`src/stk_map.svh`:
```
// Purpose: Constants for the timekeeper SRAM bus controller.
// Assumes: 125 MHz mclk, 8 ns period.
// Notes:   Times are in ns; cycle counts derive from them.
`ifndef STK_MAP_SVH
`define STK_MAP_SVH
`define STK_CLK_NS        8
`define STK_PULSE_NS      150
`define STK_RECOVERY_NS   20
`define STK_ACCESS_NS     200
`define STK_PULSE_CYC     ((`STK_PULSE_NS + `STK_CLK_NS - 1) / `STK_CLK_NS)
`define STK_RECOVERY_CYC  ((`STK_RECOVERY_NS + `STK_CLK_NS - 1) / `STK_CLK_NS)
`define STK_ACCESS_CYC    ((`STK_ACCESS_NS + `STK_CLK_NS - 1) / `STK_CLK_NS)
`define STK_PATTERN       64'h5ca3_3ac5_5ca3_3ac5
`define STK_BITS          64
`define STK_ADDR_W        17
`endif

```
`src/stk_pkg.sv`:
```
// Purpose: Types for the timekeeper SRAM bus controller.
// Assumes: Constants come from stk_map.svh.
// Notes:   Pin group travels as one packed struct.
package stk_pkg;
  typedef struct packed {
    logic        chip_sel_n;
    logic        write_strobe_n;
    logic        out_gate_n;
    logic [16:0] byte_address_lines;
    logic [7:0]  data_out;
    logic        data_oe_n;
  } stk_pins_t;
  typedef enum logic [6:0] {
    ST_IDLE  = 7'h01,
    ST_SETUP = 7'h02,
    ST_PULSE = 7'h04,
    ST_RECOV = 7'h08,
    ST_NEXT  = 7'h10,
    ST_DONE  = 7'h20,
    ST_ABORT = 7'h40
  } stk_state_t;
  typedef enum logic [2:0] {
    PH_OPEN  = 3'h1,
    PH_MATCH = 3'h2,
    PH_XFER  = 3'h4
  } stk_phase_t;
endpackage

```
`src/stk_host.sv`:
```
// Purpose: Host controller that reads or sets the hidden timekeeper.
// Assumes: Device pins are sampled synchronously to mclk.
// Notes:   One request runs open read, 64 unlock writes, 64 transfers.
// How it works
// - Address is held stable through every write access.
// - Write strobe stays high for recovery cycles between accesses.
// - Output gate stays high during writes.
// - Send 64 pattern writes to unlock the timekeeper.
// - Begin each unlock with one read to any location.
// - All unlock writes go to one scratch address.
// - Transfers: reads sample data bit 0, writes drive it.
// - All 64 bits are moved, never partial registers, unless abort_req or a supply drop ends a transfer early.
// - Bits go register 0 bit 0 through register 7 bit 7.
// - Pattern is C5 3A A3 5C twice, least significant bit first.
`timescale 1ns/10ps
`include "stk_map.svh"
module stk_host
(
  input  wire logic                    mclk,       // System clock.
  input  wire logic                    reset_n,    // Sync reset.
  input  wire logic                    req,        // Start request pulse.
  input  wire logic                    req_write,  // One sets the clock.
  input  wire logic [63:0]             wr_regs,    // Registers to write.
  input  wire logic [16:0]             scratch,    // Scratch byte address.
  input  wire logic                    abort_req,  // Abort transfer.
  input  wire logic                    supply_ok,  // Supply in tolerance.
  input  wire logic [7:0]              data_in,    // Data pins in.
  output stk_pkg::stk_pins_t           pins,       // Device pins out.
  output logic                         abort_n,    // Abort pin.
  output logic                         busy,       // Sequence running.
  output logic                         done,       // Done pulse.
  output logic [63:0]                  rd_regs     // Registers read.
);
  // ****************************************************
  // State
  // ****************************************************
  stk_pkg::stk_state_t state, next_state;
  stk_pkg::stk_phase_t phase, next_phase;
  stk_pkg::stk_pins_t  next_pins;
  logic [6:0]  bit_idx, next_bit_idx;
  logic [7:0]  cnt, next_cnt;
  logic        wr_mode, next_wr_mode;
  logic [63:0] shreg, next_shreg;
  logic        next_abort_n, next_busy, next_done;
  logic [63:0] next_rd_regs;
  localparam logic [63:0] PATTERN = `STK_PATTERN;

  function automatic logic is_read(input stk_pkg::stk_phase_t p,
                                   input logic w);
    is_read = (p == stk_pkg::PH_OPEN) || (p == stk_pkg::PH_XFER && !w);
  endfunction

  // ****************************************************
  // Sequencer
  // ****************************************************
  always_comb
  begin
    next_state   = state;
    next_phase   = phase;
    next_pins    = pins;
    next_bit_idx = bit_idx;
    next_cnt     = cnt;
    next_wr_mode = wr_mode;
    next_shreg   = shreg;
    next_abort_n = 1'b1;
    next_busy    = busy;
    next_done    = 1'b0;
    next_rd_regs = rd_regs;
    case (state)
      stk_pkg::ST_IDLE:
      begin
        next_pins.chip_sel_n     = 1'b1;
        next_pins.write_strobe_n = 1'b1;
        next_pins.out_gate_n     = 1'b1;
        next_pins.data_oe_n      = 1'b1;
        if (req && supply_ok)
        begin
          next_phase   = stk_pkg::PH_OPEN;
          next_wr_mode = req_write;
          next_shreg   = wr_regs;
          next_bit_idx = 7'h00;
          next_busy    = 1'b1;
          next_state   = stk_pkg::ST_SETUP;
        end
      end
      stk_pkg::ST_SETUP:
      begin
        next_pins.byte_address_lines = scratch;
        if (is_read(phase, wr_mode))
        begin
          next_pins.chip_sel_n = 1'b0;
          next_pins.out_gate_n = 1'b0;
          next_pins.data_oe_n  = 1'b1;
          next_cnt   = 8'(`STK_ACCESS_CYC);
        end
        else
        begin
          next_pins.out_gate_n = 1'b1;
          next_pins.chip_sel_n = 1'b0;
          next_pins.write_strobe_n = 1'b0;
          next_pins.data_oe_n  = 1'b0;
          next_pins.data_out   = 8'h00;
          next_pins.data_out[0] = (phase == stk_pkg::PH_MATCH) ?
            PATTERN[bit_idx[5:0]] : shreg[bit_idx[5:0]];
          next_cnt   = 8'(`STK_PULSE_CYC);
        end
        next_state = stk_pkg::ST_PULSE;
        // A supply drop here leaves every strobe high and ends the run.
        if (!supply_ok)
        begin
          next_pins  = pins;
          next_state = stk_pkg::ST_ABORT;
        end
      end
      stk_pkg::ST_PULSE:
      begin
        if (!supply_ok)
          next_state = stk_pkg::ST_ABORT;
        else if (abort_req && phase == stk_pkg::PH_XFER)
          next_state = stk_pkg::ST_ABORT;
        else if (cnt > 8'h01)
          next_cnt = cnt - 8'h01;
        else
        begin
          if (is_read(phase, wr_mode) && phase == stk_pkg::PH_XFER)
            next_rd_regs[bit_idx[5:0]] = data_in[0];
          next_pins.write_strobe_n = 1'b1;
          next_pins.chip_sel_n     = 1'b1;
          next_pins.out_gate_n     = 1'b1;
          next_cnt   = 8'(`STK_RECOVERY_CYC);
          next_state = stk_pkg::ST_RECOV;
        end
      end
      stk_pkg::ST_RECOV:
      begin
        next_pins.data_oe_n = 1'b1;
        if (cnt > 8'h01)
          next_cnt = cnt - 8'h01;
        else
          next_state = stk_pkg::ST_NEXT;
      end
      stk_pkg::ST_NEXT:
      begin
        next_state = stk_pkg::ST_SETUP;
        if (phase == stk_pkg::PH_OPEN)
        begin
          next_phase   = stk_pkg::PH_MATCH;
          next_bit_idx = 7'h00;
        end
        else if (bit_idx == 7'(`STK_BITS - 1))
        begin
          next_bit_idx = 7'h00;
          if (phase == stk_pkg::PH_MATCH)
            next_phase = stk_pkg::PH_XFER;
          else
            next_state = stk_pkg::ST_DONE;
        end
        else
          next_bit_idx = bit_idx + 7'h01;
      end
      stk_pkg::ST_DONE:
      begin
        next_done  = 1'b1;
        next_busy  = 1'b0;
        next_state = stk_pkg::ST_IDLE;
      end
      stk_pkg::ST_ABORT:
      begin
        next_pins.chip_sel_n     = 1'b1;
        next_pins.write_strobe_n = 1'b1;
        next_pins.out_gate_n     = 1'b1;
        next_pins.data_oe_n      = 1'b1;
        next_abort_n = !(phase == stk_pkg::PH_XFER);
        next_state   = stk_pkg::ST_DONE;
      end
      default:
        next_state = stk_pkg::ST_IDLE;
    endcase
  end

  always_ff @(posedge mclk)
  begin
    if (!reset_n)
    begin
      state   <= stk_pkg::ST_IDLE;
      phase   <= stk_pkg::PH_OPEN;
      pins    <= '{1'b1, 1'b1, 1'b1, 17'h00000, 8'h00, 1'b1};
      bit_idx <= 7'h00;
      cnt     <= 8'h00;
      wr_mode <= 1'b0;
      shreg   <= 64'h0;
      abort_n <= 1'b1;
      busy    <= 1'b0;
      done    <= 1'b0;
      rd_regs <= 64'h0;
    end
    else
    begin
      state   <= next_state;
      phase   <= next_phase;
      pins    <= next_pins;
      bit_idx <= next_bit_idx;
      cnt     <= next_cnt;
      wr_mode <= next_wr_mode;
      shreg   <= next_shreg;
      abort_n <= next_abort_n;
      busy    <= next_busy;
      done    <= next_done;
      rd_regs <= next_rd_regs;
    end
  end
endmodule

```
`config.mk`:
```
export PLATFORM = sky130hd
export DESIGN_NAME = stk_host
export DESIGN_NICKNAME = d
export VERILOG_FILES = /design/src/stk_pkg.sv /design/src/stk_host.sv
export VERILOG_INCLUDE_DIRS = /design/src
export SDC_FILE = /design/constraint.sdc
export NUM_CORES = 1
export LEC_CHECK = 0
export ABC_CLOCK_PERIOD_IN_PS = 3600
export BUFFER_PORTS_ARGS = -buffer_cell sky130_fd_sc_hd__buf_2
export CORE_ASPECT_RATIO = 2
export CORE_UTILIZATION = 45
export CTS_CLUSTER_SIZE = 24
export DETAILED_ROUTE_END_ITERATION = 6
export PLACE_DENSITY = 0.7
export SETUP_SLACK_MARGIN = 0.5
export SYNTH_ARGS = -nofsm -noshare
export SYNTH_HDL_FRONTEND = slang
export SYNTH_SLANG_ARGS = --single-unit
export TNS_END_PERCENT = 1
```
`constraint.sdc`:
```
create_clock -name mclk -period 3.6 [get_ports mclk]
set_input_delay 0.54 -clock mclk [delete_from_list [all_inputs] [get_ports mclk]]
set_output_delay 0.54 -clock mclk [all_outputs]
set_load 0.01 [all_outputs]
```
==> impl_metrics.tcl, run 1 <==
set metrics [dict create \
    power.total_mw 4.499 \
    wl_per_cell_um 15.50 \
    clk_pin_slew_worst_paths_ns 0.07 \
    hold_class "primary input to flip-flop" \
    cts_tree "built" \
    antenna_found_initial 1 \
    syn_avg_cell_area_um2 8.267 \
    synthesis.area_mm2 0.007829 \
    ant_nets 0 \
    synth-seq-area-share_pct 46.03 \
    die_area_mm2 0.01796 \
    p_int_mw 3.271 \
    h-tree-depth 4 \
    grt_pass1_vias 6723 \
    vias_per_cell 5.435 \
    wl_um 20180 \
    drcViolationCount 0 \
    finalMaxSlewViolations 0 \
    synth_ff_type "dfxtp_1" \
    post_cts_buffers 0 \
    tightest_slew_ns 1.094 \
    syn_inst 947 \
    placementRows 67 \
    crit_end "rd_regs[19]$_SDFFE_PN0P_" \
    crit_type "flip-flop to flip-flop" \
    cp_data_required_time_ns 3.90 \
    synthArstFlopShare_pct 0 \
    comb_power_share_pct 10.9 \
    slew_headroom_pct 27.06 \
    min_period_ns 2.717 \
    p_clk_share_pct 41.8 \
    tns_ns 0 \
    ff2ff_setup_slack_ns 0.88 \
    cts_sinks 180 \
    cts-hold-fix-buffers 0 \
    fp.dieH_um 188.5 \
    insertion_delay_ns 0.43 \
    cap_violations 0 \
    critPathLaunchType "flip-flop" \
    worstReg2RegEnd "rd_regs[19]$_SDFFE_PN0P_" \
    nNetsFinal 1179 \
    max_freq_ghz 0.3680 \
    fillers 1653 \
    power.leakage_nw 3.751 \
    syn_to_final_growth_pct 19.11 \
    fin_crit_sh_pct 75.47 \
    skew_ns 0.01287 \
    power_density_mw_per_mm2 482.4 \
    synth-edff-count 0 \
    p_sw_mw 1.228 \
    crit_arrival_ns 3.01 \
    cp_max_fo 16 \
    netSwitchingFraction_pct 27.30 \
    p_seq_share_pct 47.3 \
    ctsRootBufferMaster "clkbuf_16" \
    cts_max_path_buffers 2 \
    ff2ff_path_depth 7 \
    hold_viol_final 0 \
    rsz0062_at_grt "no" \
    critPathLaunch "cnt[4]$_SDFFE_PN0P_" \
    drive_gt1_share_pct 23.77 \
    die_w_um 95.27 \
    dp_hpwl_um 14340 \
    ios 191 \
    ys_types 61 \
    grt_use_total_pct 23.03 \
    final_cell_mix "nand2_1, dfxtp_1, buf_2" \
    cts_buffers 17 \
    globalRoute.totalOverflow 0 \
    numPortBuffers 176 \
    routed-via-count 7076 \
    final_common_cell "nand2_1" \
    grt_pass1_wl_um 32110 \
    drt_iter0_markers 325 \
    yosysWarnings 0 \
    r2r-start "cnt[4]$_SDFFE_PN0P_" \
    drt-pass1-iter-count 5 \
    place_congestion 0.8492 \
    cp-end-kind "flip-flop" \
    grt_max_degree 104 \
    synth_seq_cells 180 \
    cts_resized 0 \
    setup_viol_count_final 0 \
    start_util_pct 46.46 \
    status "finished clean" \
    core_mm2 0.01685 \
    ir_drop_mv 0.3334 \
]
[per-stage QoR]
step / utilization [%] / std cells / cell area (µm²) / setup WS, ns / hold WS [ns]
after floorplan: - / 953 / 7851 / 1.065 / 0.4213
after global placement: 51.76 / 1269 / 8722 / 0.9273 / 0.4384
after detailed placement: 51.76 / 1269 / 8722 / 0.8751 / 0.4397
after CTS: 55.33 / 1301 / 9323 / 0.8632 / 0.3234
after global routing: 55.34 / 1302 / 9325 / 0.7319 / 0.3339
final: 55.34 / 1302 / 9325 / 0.8829 / 0.3404
[worst max-delay path, cell delays in order, from the launching register on]
cell and delay (ns):
dfxtp_1 0.34, or3_4 0.40, or4_4 0.60, nor4_4 0.46, and2_4 0.29, nand3_4 0.18
o211ai_1 0.22, o31ai_1 0.10
[state kept, by name, indices dropped and copies added (netlist names), named ones only]
signal	flops
state	7
rd_regs	64
busy	1
phase	3
cnt	8
shreg	64
abort_n	1
pins	22
bit_idx	7
wr_mode	1
done	1
[area by class of cell]
class,instances,area (µm²),share of cell area (%)
multi-input cells,684,3831,41.08
flip-flops and latches,180,3603,38.64
repair buffers,190,998.5,10.71
clock buffers,18,439.2,4.710
well taps,207,259.0,2.777
clock inverters,14,161.4,1.731
inverters,8,30.03,0.3220
diodes,1,2.502,0.02683
[cells by family after synthesis]
kind of cell	Yosys count	synth area share (%)
compound gates	260	20.35
buf+inv	89	5.418
simple gates	381	22.52
fa+ha+maj	3	0.4795
xor+xnor	6	0.6714
mux	27	4.491
flops	180	46.03
other cells	1	0.04790
[per-layer routing]
metal / GRT usage [%] / share of wire (%)
met2: 42.06 / 54
met1: 24.51 / 39
met3: 3.471 / 3.5
met5: 0 / 0
met4: 12.06 / 3.5
[worst min-delay path by stage]
stage,startpoint,end,slack (ns),cells past startpoint
after floorplan,bit_idx[6]$_SDFFE_PN0N_,bit_idx[6]$_SDFFE_PN0N_,0.42,2
after global placement,bit_idx[6]$_SDFFE_PN0N_,bit_idx[6]$_SDFFE_PN0N_,0.44,2
after detailed placement,pins[28]$_SDFFE_PN1P_,pins[28]$_SDFFE_PN1P_,0.44,1
after CTS,wr_regs[45],shreg[45]$_SDFFE_PN0P_,0.32,3
after global routing,wr_regs[44],shreg[44]$_SDFFE_PN0P_,0.33,3
final,wr_regs[44],shreg[44]$_SDFFE_PN0P_,0.34,3
[power by group through the flow]
stage          combinational (mW)  clock, mW  sequential, mW
5_1_grt                     0.556       2.00            2.14
6_report                    0.491       1.88            2.13
3_5_place_dp                0.496          0            2.17
4_1_cts                     0.498       1.93            2.13
3_3_place_gp                0.489          0            2.17
2_1_floorplan               0.372          0            2.16
[synthesized netlist by cell type, drive strengths merged (2+ instances only)]
library cell,n,area (µm²)
inv,8,30.03
xnor2,3,26.28
or3b,2,17.52
nand4,4,25.02
nor2b,8,50.05
nor3b,7,52.55
nor2,36,135.1
and2,4,27.53
or4,2,18.77
mux2i,16,160.2
o211a,2,20.02
o32ai,2,17.52
and3,11,72.57
a22o,2,17.52
a21o,6,47.55
a31oi,6,37.54
a221oi,5,43.79
a21oi,109,545.5
nor4,2,27.53
nor3,15,80.08
nand2,226,870.8
a2111oi,2,17.52
nor4b,3,26.28
xor2,3,26.28
nand2b,4,25.02
a22oi,7,52.55
mux2,5,56.30
nand3,42,222.7
dfxtp,180,3603
o211ai,33,247.7
clkbuf,49,183.9
o31ai,33,247.7
a311oi,2,17.52
o21a,3,22.52
o21ai,40,200.2
and3b,2,18.77
or2,6,37.54
o22ai,5,31.28
nand3b,2,15.01
ha,3,37.54
mux4,6,135.1
or3,4,30.03
buf,32,210.2
No activity file was read; power rests on OpenSTA's default activity.
==> inputs of run 2 (changes only) <==
--- a/config.mk
+++ b/config.mk
@@ -6,7 +6,8 @@
 export SDC_FILE = /design/constraint.sdc
 export NUM_CORES = 1
 export LEC_CHECK = 0
-export ABC_CLOCK_PERIOD_IN_PS = 3600
+export ABC_AREA = 1
+export ABC_CLOCK_PERIOD_IN_PS = 2850
 export BUFFER_PORTS_ARGS = -buffer_cell sky130_fd_sc_hd__buf_2
 export CORE_ASPECT_RATIO = 2
 export CORE_UTILIZATION = 45
==> constraint.sdc (replaced) <==
create_clock -name mclk -period 2.85 [get_ports mclk]
set_input_delay 0.4275 -clock mclk [delete_from_list [all_inputs] [get_ports mclk]]
set_output_delay 0.4275 -clock mclk [all_outputs]
set_load 0.01 [all_outputs]
==> run 2 against run 1 <==
The flow now finishes with violations (DRC). Global-route usage rose by 0.45 points. Maximum frequency grew 26%. Synthesized cell count is 22% higher. Die area up 5.9%. Flip-flop and latch count did not move. Power grew 34%. Largest cell class unchanged.
==> impl_metrics.tcl, run 2 <==
set metrics [dict create \
    power_density_mw_per_mm2 612.9 \
    crit_type "flip-flop to flip-flop" \
    tightest_slew_ns 0.6551 \
    crit_end "rd_regs[23]$_SDFFE_PN0P_" \
    hold_viol_final 0 \
    ff2ff_path_depth 10 \
    violations "DRC" \
    drt-pass1-iter-count 7 \
    r2r-start "cnt[0]$_SDFFE_PN0P_" \
    yosys-top-cells-area "dfxtp_1, nand2_1, a21oi_1" \
    drive_gt1_share_pct 20.78 \
    grt_use_total_pct 23.48 \
    synthArstFlopShare_pct 0 \
    nNetsFinal 1394 \
    syn_avg_cell_area_um2 7.200 \
    status "finished with violations" \
    final_common_cell "nand2_1" \
    crit_arrival_ns 2.51 \
    post-synth-top-count-cell "nand2_1" \
    grt_pass1_vias 7283 \
    crit_chain "inv_1 -> ha_1 -> nor2_1 -> nor2_4 -> nand3_4 -> nor2_1 -> nand2_2 -> nor2_4 -> a21oi_1 -> nor3_1" \
    largest_registers "rd_regs x64, shreg x64, pins x22" \
    wl_per_cell_um 14.56 \
    slowest_stage "dfxtp_1" \
    drt_iter0_markers 367 \
    max_stage_delay_ns 0.34 \
    grt_pass1_wl_um 35660 \
    synth_ff_type "dfxtp_1" \
    synthesis.area_mm2 0.008302 \
    globalRoute.totalOverflow 0 \
    yosys.area_share.adder_pct 0.4521 \
    max_freq_ghz 0.4632 \
    h-tree-depth 4 \
    die_w_um 98.04 \
    placementRows 69 \
    rsz0062_at_grt "no" \
    synth_top_family_by_area "simple AND/OR/NAND/NOR gates" \
    cts-hold-fix-buffers 0 \
    insertion_delay_ns 0.43 \
    synth_seq_cells 180 \
    cp-end-kind "flip-flop" \
    cts_buffers 17 \
    grt_max_degree 62 \
    synth-seq-area-share_pct 43.41 \
    final_cell_mix "nand2_1, dfxtp_1, buf_2" \
    syn_to_final_growth_pct 18.27 \
    skew_ns 0.01000 \
    setup_viol_count_final 0 \
    place_congestion 0.9303 \
    ys_types 39 \
    fin_crit_sh_pct 75.75 \
    die_area_mm2 0.01903 \
    numPortBuffers 176 \
    ios 191 \
    hold_class "primary input to flip-flop" \
    preCtsSetupSlack_ns 0.7094 \
    critPathLaunch "cnt[0]$_SDFFE_PN0P_" \
    cp_max_fo 25 \
    synth_xor_xnor_area_share_pct 0.8440 \
    cts_max_path_buffers 2 \
    finalMaxSlewViolations 0 \
    cts_resized 0 \
    drcViolationCount 13 \
    power.total_mw 6.018 \
    dp_hpwl_um 16160 \
    ant_nets 0 \
    critPathLaunchType "flip-flop" \
    slew_headroom_pct 56.28 \
    yosys.area_share.simple_pct 29.63 \
    vias_per_cell 5.198 \
    synth_compound_area_share_pct 15.52 \
    start_util_pct 46.45 \
    ctsRootBufferMaster "clkbuf_16" \
    syn_inst 1153 \
    core_mm2 0.01787 \
    ir_drop_mv 0.3598 \
    antenna_found_initial 1 \
    tns_ns 0 \
    clk_pin_slew_worst_paths_ns 0.07 \
    cp_data_required_time_ns 3.20 \
    power.leakage_nw 4.390 \
    synth_largest_area_cell "dfxtp_1" \
    synth_common_cells "nand2_1, dfxtp_1, a21oi_1" \
    synth-edff-count 0 \
    synth_mux_area_share_pct 0 \
    routed-via-count 7916 \
    synth_top_area_share_pct 43.41 \
    fin_ws_ns 0.6910 \
    yosysWarnings 0 \
    min_period_ns 2.159 \
    cts_sinks 180 \
    fp.dieH_um 194.1 \
    wl_um 22180 \
    post_cts_buffers 0 \
    worstReg2RegEnd "rd_regs[23]$_SDFFE_PN0P_" \
    cts_tree "built" \
    cap_violations 0 \
    ff2ff_setup_slack_ns 0.69 \
]
## run 2: cell count changes after synthesis, sizes merged, moves of 16 or more
cell / delta
a21oi: +35
clkbuf: -16
inv: +93
mux2i: -16
nand3: +48
nor2: +108
nor3: +20
nor4: +23
o211ai: -23
o21ai: +52
o31ai: -32
## run 2: worst min path at each step
stage,slack (ns),startpoint,cells after the start,end
2_1_floorplan,0.42,bit_idx[6]$_SDFFE_PN0N_,2,bit_idx[6]$_SDFFE_PN0N_
3_3_place_gp,0.43,bit_idx[6]$_SDFFE_PN0N_,2,bit_idx[6]$_SDFFE_PN0N_
3_5_place_dp,0.44,pins[28]$_SDFFE_PN1P_,2,pins[28]$_SDFFE_PN1P_
4_1_cts,0.20,scratch[2],3,pins[11]$_SDFFE_PN0P_
5_1_grt,0.22,scratch[2],3,pins[11]$_SDFFE_PN0P_
6_report,0.22,scratch[11],3,pins[20]$_SDFFE_PN0P_
## run 2: cell type report
type                       count  area (µm²)
fill                        1840        8053
multi-input combinational    796        3895
sequential                   180        3603
timing repair buffer         194        1031
clock buffer                  19       432.9
inverter                     107       414.1
tap                          213       266.5
clock inverter                13       172.7
antenna                        1       2.502
## run 2: where the power goes
part	internal (mW)	switching, mW	total, mW
Clock	1.40	1.05	2.45
Sequential	2.69	0.0715	2.76
Combinational	0.283	0.524	0.808
Total	4.37	1.65	6.02
## run 2: per-stage QoR
step	instances	utilization, %	area, µm²	hold slack, ns
3_3_place_gp	1490	51.54	9210	0.4318
6_report	1523	54.94	9818	0.2177
3_5_place_dp	1490	51.54	9210	0.4417
5_1_grt	1523	54.94	9818	0.2191
4_1_cts	1522	54.93	9816	0.2042
2_1_floorplan	1159	-	8324	0.4231
## run 2: logic make-up after synthesis
logic type               Yosys count
AO/OA/AOI/OAI                    250
XOR/XNOR                           8
adder cells (fa/ha/maj)            3
buffers and inverters            183
flip-flops                       180
other                              1
AND/OR/NAND/NOR                  528
## run 2: worst max-delay path, delay by kind of cell (launching register included)
kind                       cells  cell delay [ns]
DFF                            1             0.34
AOI/OAI and AO/OA              1             0.11
adders and majority gates      1             0.24
buffers and inverters          1             0.10
and+or+nand+nor                7             1.28
## run 2: layer usage
layer | wire [µm] | up-vias | track usage (%)
met3 | 874 | 51 | 3.425
met1 | 8384 | 3593 | 25.06
li1 | - | 4049 | -
met2 | 11980 | 223 | 43.27
met4 | 943 | 0 | 13.19
met5 | 0 | - | 0
